**config.mk**
```make
export PLATFORM = sky130hd
export DESIGN_NAME = bpr_regs
export DESIGN_NICKNAME = d
export VERILOG_FILES = /design/src/verilog/bpr_pkg.sv /design/src/verilog/bpr_color_steer.sv /design/src/verilog/bpr_regs.sv
export SDC_FILE = /design/constraint.sdc
export NUM_CORES = 1
export LEC_CHECK = 0
export ABC_AREA = 1
export BUFFER_PORTS_ARGS = -buffer_cell sky130_fd_sc_hd__buf_2
export CAP_MARGIN = 10
export CELL_PAD_IN_SITES_DETAIL_PLACEMENT = 0
export CELL_PAD_IN_SITES_GLOBAL_PLACEMENT = 1
export CORE_MARGIN = 2
export CORE_UTILIZATION = 29
export DETAILED_ROUTE_END_ITERATION = 6
export GPL_TIMING_DRIVEN = 0
export PLACE_DENSITY_LB_ADDON = 0.1
export SLEW_MARGIN = 30
export SYNTH_ARGS = -nofsm -noshare
export SYNTH_HDL_FRONTEND = slang
export SYNTH_SLANG_ARGS = --single-unit
```
**constraint.sdc**
```tcl
create_clock -name i_mclk -period 3.5 [get_ports i_mclk]
set_input_delay 0.7 -clock i_mclk [delete_from_list [all_inputs] [get_ports i_mclk]]
set_output_delay 0.7 -clock i_mclk [all_outputs]
set_load 0.01 [all_outputs]
```
**src/verilog/bpr_pkg.sv**
```systemverilog
package bpr_pkg;

	// ************************************************************
	// Host access ports
	// ************************************************************
	localparam logic [15:0] IO_INDEX_PORT = 16'h03CE;
	localparam logic [15:0] IO_DATA_PORT = 16'h03CF;
	localparam int MM_ADDR_W = 8;

	// ************************************************************
	// Slots: memory-mapped byte offsets, also storage index
	// ************************************************************
	localparam int NUM_SLOTS = 23;
	localparam logic [4:0] OFS_BG0 = 5'h00;
	localparam logic [4:0] OFS_BG1 = 5'h01;
	localparam logic [4:0] OFS_BG2 = 5'h02;
	localparam logic [4:0] OFS_BG3 = 5'h03;
	localparam logic [4:0] OFS_FG0 = 5'h04;
	localparam logic [4:0] OFS_FG1 = 5'h05;
	localparam logic [4:0] OFS_FG2 = 5'h06;
	localparam logic [4:0] OFS_FG3 = 5'h07;
	localparam logic [4:0] OFS_WIDTH_LO = 5'h08;
	localparam logic [4:0] OFS_WIDTH_HI = 5'h09;
	localparam logic [4:0] OFS_HEIGHT_LO = 5'h0A;
	localparam logic [4:0] OFS_HEIGHT_HI = 5'h0B;
	localparam logic [4:0] OFS_DPITCH_LO = 5'h0C;
	localparam logic [4:0] OFS_DPITCH_HI = 5'h0D;
	localparam logic [4:0] OFS_SPITCH_LO = 5'h0E;
	localparam logic [4:0] OFS_SPITCH_HI = 5'h0F;
	localparam logic [4:0] OFS_DSTART_B0 = 5'h10;
	localparam logic [4:0] OFS_DSTART_B1 = 5'h11;
	localparam logic [4:0] OFS_DSTART_B2 = 5'h12;
	localparam logic [4:0] OFS_HOLE = 5'h13;
	localparam logic [4:0] OFS_SSTART_B0 = 5'h14;
	localparam logic [4:0] OFS_SSTART_B1 = 5'h15;
	localparam logic [4:0] OFS_SSTART_B2 = 5'h16;

	// ************************************************************
	// Indexed-port codes
	// ************************************************************
	localparam logic [7:0] IDX_BG0 = 8'h00;
	localparam logic [7:0] IDX_FG0 = 8'h01;
	localparam logic [7:0] IDX_BG1 = 8'h10;
	localparam logic [7:0] IDX_FG1 = 8'h11;
	localparam logic [7:0] IDX_BG2 = 8'h12;
	localparam logic [7:0] IDX_FG2 = 8'h13;
	localparam logic [7:0] IDX_BG3 = 8'h14;
	localparam logic [7:0] IDX_FG3 = 8'h15;
	localparam logic [7:0] IDX_PARAM_FIRST = 8'h20;
	localparam logic [7:0] IDX_PARAM_LAST = 8'h2E;
	localparam logic [7:0] IDX_PARAM_BIAS = 8'h18;

	// ************************************************************
	// Field layout and reset values
	// ************************************************************
	localparam int WIDTH_W = 13;
	localparam int HEIGHT_W = 11;
	localparam int PITCH_W = 13;
	localparam int START_W = 22;
	localparam logic [7:0] SLOT_RESET = 8'h00;
	localparam logic [7:0] IDX_RESET = 8'h00;
	localparam logic [7:0] RDATA_RESET = 8'h00;
	localparam logic [31:0] COLOR_RESET = 32'h0000_0000;

	typedef enum logic [1:0] {
		BPR_XW_8 = 2'h0,
		BPR_XW_16 = 2'h1,
		BPR_XW_24 = 2'h2,
		BPR_XW_32 = 2'h3
	} bpr_xwidth_t;

	// Index to slot: {valid, offset}
	function automatic logic [5:0] bpr_index_to_slot(input logic [7:0] idx);
		logic [7:0] rel;
		rel = idx - IDX_PARAM_BIAS;
		unique case (idx)
			IDX_BG0: bpr_index_to_slot = {1'b1, OFS_BG0};
			IDX_FG0: bpr_index_to_slot = {1'b1, OFS_FG0};
			IDX_BG1: bpr_index_to_slot = {1'b1, OFS_BG1};
			IDX_FG1: bpr_index_to_slot = {1'b1, OFS_FG1};
			IDX_BG2: bpr_index_to_slot = {1'b1, OFS_BG2};
			IDX_FG2: bpr_index_to_slot = {1'b1, OFS_FG2};
			IDX_BG3: bpr_index_to_slot = {1'b1, OFS_BG3};
			IDX_FG3: bpr_index_to_slot = {1'b1, OFS_FG3};
			default: begin
				if (idx >= IDX_PARAM_FIRST && idx <= IDX_PARAM_LAST && rel[4:0] != OFS_HOLE) begin
					bpr_index_to_slot = {1'b1, rel[4:0]};
				end else begin
					bpr_index_to_slot = 6'h00;
				end
			end
		endcase
	endfunction

endpackage

```
**src/verilog/bpr_color_steer.sv**
```systemverilog
`timescale 1ns/1ps
`default_nettype none

module bpr_color_steer (
	input wire logic i_mclk,
	input wire logic i_srst,
	input wire logic [1:0] i_expand_width,
	input wire logic [31:0] i_fg_bytes,
	input wire logic [31:0] i_bg_bytes,
	output logic [31:0] o_fg_color,
	output logic [31:0] o_bg_color
);

	logic [31:0] fg_r;
	logic [31:0] fg_nxt;
	logic [31:0] bg_r;
	logic [31:0] bg_nxt;

	// Byte lanes that a width draws on; unused lanes read as zero
	function automatic logic [31:0] lane_mask(input logic [1:0] w, input logic is_bg);
		unique case (w)
			bpr_pkg::BPR_XW_8: lane_mask = 32'h0000_00FF;
			bpr_pkg::BPR_XW_16: lane_mask = 32'h0000_FFFF;
			bpr_pkg::BPR_XW_24: lane_mask = is_bg ? 32'h0000_0000 : 32'h00FF_FFFF;
			bpr_pkg::BPR_XW_32: lane_mask = 32'hFFFF_FFFF;
		endcase
	endfunction

	always_comb begin
		fg_nxt = i_fg_bytes & lane_mask(i_expand_width, 1'b0);
		bg_nxt = i_bg_bytes & lane_mask(i_expand_width, 1'b1);
	end

	always_ff @(posedge i_mclk) begin
		if (i_srst) begin
			fg_r <= bpr_pkg::COLOR_RESET;
			bg_r <= bpr_pkg::COLOR_RESET;
		end else begin
			fg_r <= fg_nxt;
			bg_r <= bg_nxt;
		end
	end

	assign o_fg_color = fg_r;
	assign o_bg_color = bg_r;
endmodule

`default_nettype wire

```
**src/verilog/bpr_regs.sv**
```systemverilog
`timescale 1ns/1ps
`default_nettype none

module bpr_regs #(
	parameter int MM_ADDR_W = bpr_pkg::MM_ADDR_W
) (
	input wire logic i_mclk,
	input wire logic i_srst,
	input wire logic i_io_wr,
	input wire logic i_io_rd,
	input wire logic [15:0] i_io_addr,
	input wire logic [7:0] i_io_wdata,
	output logic [7:0] o_io_rdata,
	input wire logic i_mm_wr,
	input wire logic i_mm_rd,
	input wire logic [MM_ADDR_W-1:0] i_mm_addr,
	input wire logic [7:0] i_mm_wdata,
	output logic [7:0] o_mm_rdata,
	input wire logic [1:0] i_expand_width,
	output logic [31:0] o_fg_color,
	output logic [31:0] o_bg_color,
	output logic [12:0] o_width,
	output logic [13:0] o_width_bytes,
	output logic [10:0] o_height,
	output logic [11:0] o_height_lines,
	output logic [12:0] o_dst_pitch,
	output logic [12:0] o_src_pitch,
	output logic [21:0] o_dst_start,
	output logic [21:0] o_src_start
);

	// ************************************************************
	// Storage
	// ************************************************************
	logic [7:0] slot_r [0:bpr_pkg::NUM_SLOTS-1];
	logic [7:0] slot_nxt [0:bpr_pkg::NUM_SLOTS-1];
	logic [7:0] idx_r;
	logic [7:0] idx_nxt;
	logic [7:0] io_rdata_r;
	logic [7:0] io_rdata_nxt;
	logic [7:0] mm_rdata_r;
	logic [7:0] mm_rdata_nxt;

	logic [5:0] io_slot;
	logic io_idx_wr;
	logic io_idx_rd;
	logic io_data_wr;
	logic io_data_rd;
	logic mm_hit;
	logic [4:0] mm_slot;

	// ************************************************************
	// Decode
	// ************************************************************
	always_comb begin
		io_slot = bpr_pkg::bpr_index_to_slot(idx_r);
		io_idx_wr = i_io_wr && i_io_addr == bpr_pkg::IO_INDEX_PORT;
		io_idx_rd = i_io_rd && i_io_addr == bpr_pkg::IO_INDEX_PORT;
		io_data_wr = i_io_wr && i_io_addr == bpr_pkg::IO_DATA_PORT && io_slot[5];
		io_data_rd = i_io_rd && i_io_addr == bpr_pkg::IO_DATA_PORT;
		mm_slot = i_mm_addr[4:0];
		// Offsets past the last slot and the gap between the address triplets are unmapped
		mm_hit = i_mm_addr <= MM_ADDR_W'(bpr_pkg::OFS_SSTART_B2)
			&& mm_slot != bpr_pkg::OFS_HOLE;
	end

	// ************************************************************
	// Next state
	// ************************************************************
	always_comb begin
		slot_nxt = slot_r;
		idx_nxt = idx_r;
		io_rdata_nxt = io_rdata_r;
		mm_rdata_nxt = mm_rdata_r;
		if (io_idx_wr) begin
			idx_nxt = i_io_wdata;
		end
		// Values only change on a host write, never from engine activity
		if (io_data_wr) begin
			slot_nxt[io_slot[4:0]] = i_io_wdata;
		end
		// Memory-mapped write issued last, so it wins a same-slot collision
		if (i_mm_wr && mm_hit) begin
			slot_nxt[mm_slot] = i_mm_wdata;
		end
		if (io_idx_rd) begin
			io_rdata_nxt = idx_r;
		end else if (io_data_rd) begin
			io_rdata_nxt = io_slot[5] ? slot_r[io_slot[4:0]] : 8'h00;
		end
		if (i_mm_rd) begin
			mm_rdata_nxt = mm_hit ? slot_r[mm_slot] : 8'h00;
		end
	end

	always_ff @(posedge i_mclk) begin
		if (i_srst) begin
			for (int i = 0; i < bpr_pkg::NUM_SLOTS; i++) begin
				slot_r[i] <= bpr_pkg::SLOT_RESET;
			end
			idx_r <= bpr_pkg::IDX_RESET;
			io_rdata_r <= bpr_pkg::RDATA_RESET;
			mm_rdata_r <= bpr_pkg::RDATA_RESET;
		end else begin
			for (int i = 0; i < bpr_pkg::NUM_SLOTS; i++) begin
				slot_r[i] <= slot_nxt[i];
			end
			idx_r <= idx_nxt;
			io_rdata_r <= io_rdata_nxt;
			mm_rdata_r <= mm_rdata_nxt;
		end
	end

	assign o_io_rdata = io_rdata_r;
	assign o_mm_rdata = mm_rdata_r;

	// ************************************************************
	// Field assembly
	// ************************************************************
	// Upper spare bits are kept for read-back but dropped here
	assign o_width = {slot_r[bpr_pkg::OFS_WIDTH_HI][4:0], slot_r[bpr_pkg::OFS_WIDTH_LO]};
	assign o_width_bytes = {1'b0, o_width} + 14'h0001;
	assign o_height = {slot_r[bpr_pkg::OFS_HEIGHT_HI][2:0], slot_r[bpr_pkg::OFS_HEIGHT_LO]};
	assign o_height_lines = {1'b0, o_height} + 12'h001;
	assign o_dst_pitch = {slot_r[bpr_pkg::OFS_DPITCH_HI][4:0],
		slot_r[bpr_pkg::OFS_DPITCH_LO]};
	assign o_src_pitch = {slot_r[bpr_pkg::OFS_SPITCH_HI][4:0],
		slot_r[bpr_pkg::OFS_SPITCH_LO]};
	assign o_dst_start = {slot_r[bpr_pkg::OFS_DSTART_B2][5:0], slot_r[bpr_pkg::OFS_DSTART_B1],
		slot_r[bpr_pkg::OFS_DSTART_B0]};
	// Pattern offset is simply the low bits of this value; the engine slices it
	assign o_src_start = {slot_r[bpr_pkg::OFS_SSTART_B2][5:0], slot_r[bpr_pkg::OFS_SSTART_B1],
		slot_r[bpr_pkg::OFS_SSTART_B0]};

	// ************************************************************
	// Colour steering
	// ************************************************************
	// 24bpp has no background lanes, so software must expand with transparency
	bpr_color_steer u_steer (
		.i_mclk(i_mclk),
		.i_srst(i_srst),
		.i_expand_width(i_expand_width),
		.i_fg_bytes({slot_r[bpr_pkg::OFS_FG3], slot_r[bpr_pkg::OFS_FG2],
			slot_r[bpr_pkg::OFS_FG1], slot_r[bpr_pkg::OFS_FG0]}),
		.i_bg_bytes({slot_r[bpr_pkg::OFS_BG3], slot_r[bpr_pkg::OFS_BG2],
			slot_r[bpr_pkg::OFS_BG1], slot_r[bpr_pkg::OFS_BG0]}),
		.o_fg_color(o_fg_color),
		.o_bg_color(o_bg_color)
	);
endmodule

`default_nettype wire

```
==> parameters.txt, run 1 <==
Parameter                              Value

Finish
  Area occupied by registers    0.00545 mm²
  Final std cell area, no fill    0.0199 mm²
  Antenna diode instance count    0
  Filler instances    6262
  Fraction of final layout cells with drive strength greater than 1    about 18%
  Area occupied by multi-input gates    0.00872 mm²
  Total Nets Final    2904
  Area added between synthesis and finish    21.3%
  Post-Route Utilization    between 30% and 40%

Critical path
  Number of buffers and inverters on the critical path    6
  Worst endpoint data arrival time    about 3800 ps
  Classification of the worst setup path    input pin to flop
  Cell family with the largest share of critical-path delay    buffers and inverters
  Critical path capture point type    flop
  Worst path max stage delay    500 ps
  Cells along the critical path    buf_2, clkbuf_1, nor2_1, nand2_1, nand3_1, inv_1, nand2_1, buf_2, nor2_1, inv_1, nor2_1, inv_1, o211ai_1, a21oi_1
  Kind of start point of the critical path    input pin
  FF-to-FF setup slack    140 ps
  Required time at the worst-slack endpoint    3910 ps
  Launching point of the worst reg2reg path    idx_r[4]$_SDFFE_PP0P_
  Master of the slowest instance on the critical path    sky130_fd_sc_hd__clkbuf_1
  Length in cells of the worst reg-to-reg path    18
  Critical Path Fanout Max    10
  R2R Path End    o_io_rdata[0]$_SDFFE_PP0P_

Route
  Post-route antenna net violation count    0
  Initial drt markers    2340
  DR DRC count    6
  Final routed wire length divided by cell count    27.6 µm
  Number of search-and-repair iterations in the first detailed-routing pass    7
  Avg Vias per Cell    5.44
  Total Routed Length    101000 µm
  Detailed-route via count    19800

Timing
  Normalized max-slew margin    21.2%
  Maximum clock skew at final layout    27.5 ps
  Final-report hold violation count    0
  Finish-stage setup viols    0
  Unrepaired setup endpoints after global routing    no
  Maximum operating frequency    0.295 GHz
  Final setup slack of the worst path    114 ps
  Final cycle utilization of the critical path    96.7%
  Pin slew with the least headroom to its limit    around 1200 ps
  Clock period minus final worst setup slack    3390 ps
  Max Slew Vio Count    0
  Hold Slack    466 ps

Placement
  Detailed Place HPWL    75900 µm
  Placed Instance Area    approximately 0.019 mm²
  IO buf count    237
  Dpl ws    -315 ps
  Placer Congestion    1.07

Synthesis
  Async set-reset flop share out of synthesis    0%
  EDFF count, synth    0
  Dominant combinational cell family by area after synthesis    simple AND/OR/NAND/NOR gates
  Number of cells produced by synthesis    2577
  Cell with the most instances after synthesis    sky130_fd_sc_hd__nand2_1
  Number of library cell types mapped by synthesis    40
  Flops & latches, synth    272
  Netlist Area Pre-Place    0.0164 mm²
  Arithmetic-cell share of the synthesized area counting full adders, half adders and majority gates    0.229%
  Most common flop cell mapped by yosys    sky130_fd_sc_hd__dfxtp_1
  Synth warn    0
  Nets in the synthesized netlist    2628
  Most area-hungry cell type in the Yosys netlist    sky130_fd_sc_hd__dfxtp_1
  Mux share of post-synthesis cell area    0%
  Sequential fraction of the synthesis area    33.2%
  Leading post-synthesis cells by cell area    sky130_fd_sc_hd__dfxtp_1, sky130_fd_sc_hd__nand2_1, sky130_fd_sc_hd__a21oi_1
  Top cells by count, synth    sky130_fd_sc_hd__nand2_1, sky130_fd_sc_hd__dfxtp_1, sky130_fd_sc_hd__inv_1, sky130_fd_sc_hd__a21oi_1, sky130_fd_sc_hd__nor2_1
  Mean instance size in the synthesized netlist    6.37 µm²
  Area share of xor/xnor cells in the synthesized design    about 1%
  Post-synthesis share of cell area spent on and, or, nand and nor gates    roughly 32%
  Yosys top cell area share    33.2%
  Compound-Gate Fraction of Synth Area    19.5%

Clock tree
  Maximum number of buffers from clock root to sink    3
  Clock tree from TritonCTS    yes
  Root Buffer Master    sky130_fd_sc_hd__clkbuf_16
  # H-tree levels    2
  Clock Pin Slew Worst Setup and Hold Paths    60 ps
  Num Clock Sinks    ~270
  Clock latency at the later pin of the worst-skew pair    580 ps
  Clock buffer count from CTS    37

Pwr
  VDD IR-drop max    219 µV
  Overall power    7.80 mW
  Standby leakage power    8.47 nW
  PD cells    391 mW/mm²

GRT
  Via count of the first global-routing pass    18200
  Antenna violations before repair    2
  First-pass GRT wire length    139000 µm
  Global router's overall resource usage    33.1%
  Overflow left after global routing    0
  Pin count of the biggest net entering global routing    14

Min path
  Worst min-delay path class    flop to flop
  Hold path startpoint    o_mm_rdata[3]$_SDFFE_PP0P_
  Endpoint, Worst Hold    o_mm_rdata[3]$_SDFFE_PP0P_
  Number of cells on the worst hold path    2

Floorplan
  Die outline area    a little under 0.06 mm²
  # IOs    248
  Die Ht    242 µm
  Row count    87
  Die extent in x    242 µm
  Placeable Area    0.0562 mm²
  Starting Density    between 20% and 30%

Run status
  Result of the run    finished, violations left
  Violations in the final reports    design-rule violations

Run
  Max-cap check violation count    0
==> cell usage in the layout, fill, tap and decap left out, drive strengths merged, types with 2 or more instances in the layout <==
cell and instances:
o21a 2, clkbuf 153, clkinv 14, o221ai 18, o2111ai 2, buf 377
o21ai 114, inv 246, o22ai 27, ha 3, o211ai 118, a22oi 17
a221oi 12, clkinvlp 3, dfxtp 272, nand2 859, a22o 8, a211oi 3
nand4 6, bufinv 4, xor2 19, nand3b 29, nor2 172, nor3 64
o31ai 6, nand3 121, nor4 3, or2 2, a21oi 203
==> final cells by class <==
type	instances	share of cell area [%]
well taps	756	4.75
flip-flops and latches	272	27.3
plain buffers	242	7.00
repair buffers	237	5.95
multi-input cells	1810	43.8
clock buffers	51	5.48
inverters	253	4.77
clock inverters	14	0.948
==> metrics by stage <==
step,TNS (ps),instances
floorplan,0,2577
detailed placement,-7710,3570
CTS,0,3635
global route,0,3635
global placement,-14680,3570
finish,0,3635
==> registers in the layout, indices dropped and copies added (netlist names) <==
name and count:
o_src_pitch 13, u_steer.o_fg_color 32, idx_r 8, o_src_start 22, u_steer.o_bg_color 32, o_width 13, slot_r 90, o_io_rdata 8
o_mm_rdata 8, o_height 11, o_dst_start 22, o_dst_pitch 13
==> kinds of logic (layout without fill, tap and decap cells) <==
kind of cell	after synthesis	after routing
compound gates	530	530
xor+xnor	19	19
fa+ha+maj	3	3
buf+inv	495	797
flops	272	272
simple gates	1258	1258
==> report_power, final <==
group	total, mW	leakage (nW)	switching [mW]	internal [mW]
sequential	3.10	2.19	0.00417	3.10
clock	4.09	0.623	1.61	2.48
combinational	0.600	5.66	0.500	0.0995
total	7.80	8.47	2.12	5.68
==> repair_timing <==
action                     CTS  global route
gates resized for setup      4            18
buffers inserted             0             0
hold buffers                 0             0
setup endpoints to repair    6            54
==> layer usage <==
metal / global-route usage (%) / part of all wire [%] / up-vias
li1: - / - / 8912
met5: 0 / 0 / -
met3: 5.79 / 9.3 / 188
met2: 49.2 / 42 / 1092
met4: 13.8 / 4.5 / 0
met1: 47.0 / 44 / 9572
==> worst max-delay path by stage <==
| stage | startpoint | slack [ps] | endpoint | cells past startpoint |
|---|---|---|---|---|
| final | i_mm_addr[2] | 110 | slot_r[7]$_SDFF_PP0_ | 14 |
| after global routing | i_mm_addr[2] | 10 | o_src_start[21]$_SDFF_PP0_ | 14 |
| after CTS | idx_r[4]$_SDFFE_PP0P_ | 5 | slot_r[150]$_SDFF_PP0_ | 18 |
| after detailed placement | i_mm_addr[2] | -310 | o_src_start[15]$_SDFF_PP0_ | 14 |
| after global placement | i_mm_addr[0] | -530 | o_mm_rdata[5]$_SDFFE_PP0P_ | 11 |
| after floorplan | i_mm_addr[3] | 1000 | slot_r[110]$_SDFF_PP0_ | 11 |
==> tightest hold or removal path, delay by kind of cell (launching register included) <==
family             cells  cell delay (ps)
DFF                    1              310
AOI/OAI and AO/OA      1               50
and+or+nand+nor        1               60
(Power assumes the default switching activity.)
==> run 2: changes to the inputs <==
--- a/config.mk
+++ b/config.mk
@@ -14,6 +14,7 @@
 export CORE_UTILIZATION = 29
 export DETAILED_ROUTE_END_ITERATION = 6
 export GPL_TIMING_DRIVEN = 0
+export HOLD_SLACK_MARGIN = 0.05
 export PLACE_DENSITY_LB_ADDON = 0.1
 export SLEW_MARGIN = 30
 export SYNTH_ARGS = -nofsm -noshare
==> constraint.sdc (replaced) <==
create_clock -name i_mclk -period 3.05 [get_ports i_mclk]
set_input_delay 0.61 -clock i_mclk [delete_from_list [all_inputs] [get_ports i_mclk]]
set_output_delay 0.61 -clock i_mclk [all_outputs]
set_load 0.01 [all_outputs]
==> run 2 against run 1 <==
  * The flow finishes with violations (negative setup slack)
  * Routed wire length is 0.63% higher
  * Final cell count rose by 0.99%
  * Register-to-register slack lost 30 ps
  * Sequential cell count is the same
  * First-iteration DRC count increased by 12%
  * Worst hold slack lost 6.3 ps
  * Non-clock buffer count rose by 34
  * Clock-buffer cell count did not move
  * Critical path depth shrank 3
  * Via count grew 0.93%
  * Total power increased by 15%
  * Critical path type unchanged
  * Critical endpoint is now o_mm_rdata[5]$_SDFFE_PP0P_
==> parameters.txt, run 2 (synthesized netlist as in run 1, its figures left out) <==
Parameter                              Value

Run status
  Result of the run    finished, violations left
  Violations in the final reports    negative setup slack

Clock tree
  Maximum number of buffers from clock root to sink    3 (unchanged)
  Clock Pin Slew Worst Setup and Hold Paths    60 ps (about the same)
  Num Clock Sinks    272 (unchanged)
  Clock latency at the later pin of the worst-skew pair    570 ps (about the same)
  # H-tree levels    2 (unchanged)
  Root Buffer Master    sky130_fd_sc_hd__clkbuf_16
  Clock tree from TritonCTS    yes
  Number of hold buffers added after cts    0 (unchanged)
  Clock buffer count from CTS    37 (unchanged)

Placement
  Detailed Place HPWL    75900 µm (unchanged)
  IO buf count    237 (unchanged)
  Dpl ws    -675 ps (-360 ps)
  Placer Congestion    1.07 (unchanged)

Timing
  Final setup slack of the worst path    -82.4 ps (-197 ps)
  Max Slew Vio Count    0 (unchanged)
  Clock period minus final worst setup slack    3130 ps
  Maximum operating frequency    0.319 GHz
  Final cycle utilization of the critical path    103%
  Maximum clock skew at final layout    25.6 ps (-1.93 ps)
  Finish-stage setup viols    3 (+3)
  Final-report hold violation count    0 (unchanged)
  Normalized max-slew margin    22.5% (+1.3 points)
  Pin slew with the least headroom to its limit    1160 ps (-19.9 ps)
  Unrepaired setup endpoints after global routing    yes

Finish
  Fraction of final layout cells with drive strength greater than 1    20.9% (+3.1 points)
  Max FFs per register    90 (unchanged)
  Commonest cells after routing, fill and taps aside    sky130_fd_sc_hd__nand2_1, sky130_fd_sc_hd__dfxtp_1, sky130_fd_sc_hd__buf_2
  Post-Route Utilization    36.5% (+1.1 points)
  Largest register by flop count    slot_r
  Filler instances    6221 (-0.65%)
  Area occupied by registers    0.00546 mm² (+0.25%)
  Area added between synthesis and finish    25.0%
  Area occupied by multi-input gates    0.00892 mm² (+2.3%)
  Total Nets Final    2939 (+1.2%)
  Most common cell after layout, fill and taps aside    sky130_fd_sc_hd__nand2_1

Floorplan
  Starting Density    29.2% (unchanged)
  Die extent in x    242 µm (unchanged)
  # IOs    248 (unchanged)
  Placeable Area    0.0562 mm² (unchanged)
  Die Ht    242 µm (unchanged)
  Row count    87 (unchanged)
  Die outline area    0.0586 mm² (unchanged)

Run
  Max-cap check violation count    0 (unchanged)

Route
  Total Routed Length    101000 µm (+0.63%)
  Post-route antenna net violation count    0 (unchanged)
  Number of search-and-repair iterations in the first detailed-routing pass    6 (-1)
  Avg Vias per Cell    5.43 (about the same)
  Final routed wire length divided by cell count    27.6 µm (-0.36%)
  Initial drt markers    2615 (+12%)
  Detailed-route via count    19900 (+0.93%)
  DR DRC count    0 (-6)

GRT
  Overflow left after global routing    0 (unchanged)
  Global router's overall resource usage    33.2% (about the same)
  Via count of the first global-routing pass    18200 (+0.20%)
  First-pass GRT wire length    139000 µm (about the same)
  Antenna violations before repair    2 (unchanged)
  Pin count of the biggest net entering global routing    14 (unchanged)

Pwr
  PD cells    436 mW/mm² (+11%)
  VDD IR-drop max    254 µV (+16%)
  Standby leakage power    8.77 nW (+3.6%)

Critical path
  Worst endpoint data arrival time    3630 ps (-170 ps)
  Kind of start point of the critical path    input pin
  Classification of the worst setup path    input pin to flop
  Critical path capture point type    flop
  Critical Path Fanout Max    10 (unchanged)
  Required time at the worst-slack endpoint    3540 ps (-370 ps)

Min path
  Worst min-delay path class    input pin to flop
[run 2: worst paths after layout]
check,startpoint,endpoint,slack (ps),cells after the start
hold / removal,i_expand_width[1],u_steer.o_fg_color[18]$_SDFF_PP0_,460,3
setup reg to reg,idx_r[7]$_SDFFE_PP0P_,o_io_rdata[5]$_SDFFE_PP0P_,110,16
hold reg to reg,o_mm_rdata[3]$_SDFFE_PP0P_,o_mm_rdata[3]$_SDFFE_PP0P_,470,2
setup / recovery,i_mm_addr[0],o_mm_rdata[5]$_SDFFE_PP0P_,-80,11
[run 2: critical path, cell delays in order]
cell                      delay, ps
sky130_fd_sc_hd__buf_2          130
sky130_fd_sc_hd__inv_1           60
sky130_fd_sc_hd__nand2_1        250
sky130_fd_sc_hd__buf_1          660
sky130_fd_sc_hd__buf_2          570
sky130_fd_sc_hd__o22ai_1        130
sky130_fd_sc_hd__o21ai_0        380
sky130_fd_sc_hd__nand4_1        340
sky130_fd_sc_hd__nor2_1         260
sky130_fd_sc_hd__nand2_1         90
sky130_fd_sc_hd__a21oi_1        120
[run 2: cell type report]
type / instances / area share, %
flip-flops and latches: 272 / 26.6
clock inverters: 14 / 0.920
repair buffers: 273 / 7.33
diodes: 1 / 0.0122
well taps: 756 / 4.61
inverters: 253 / 4.69
plain buffers: 240 / 7.09
clock buffers: 51 / 5.31
multi-input cells: 1811 / 43.4
[run 2: routing by layer]
metal	track usage [%]	vias up	share of wire, %
met5	0	-	0
met4	13.4	0	4.8
met3	5.72	208	9.4
met2	49.5	1140	42
met1	47.1	9611	44
li1	-	8988	-
[run 2: report_power, final]
group | switching, mW | internal (mW) | total, mW
sequential | 0.00479 | 3.56 | 3.56
combinational | 0.574 | 0.114 | 0.688
clock | 1.85 | 2.84 | 4.70
[run 2: metrics by stage]
stage	area [µm²]	hold WS, ps	cells	setup TNS, ps	power [mW]
floorplan	16400	425	2577	0	3.90
global placement	18600	449	3570	-72880	4.29
detailed placement	18600	456	3570	-61580	4.29
CTS	20000	436	3639	-925	8.96
global route	20500	462	3670	-87.9	9.11
finish	20500	459	3671	-156	8.94
[run 2: repair_timing]
item	4_1_cts	5_1_grt
setup endpoints to repair	135	170
gates resized for setup	39	99
pin swaps	3	18
setup buffers	4	31
cloned	0	2
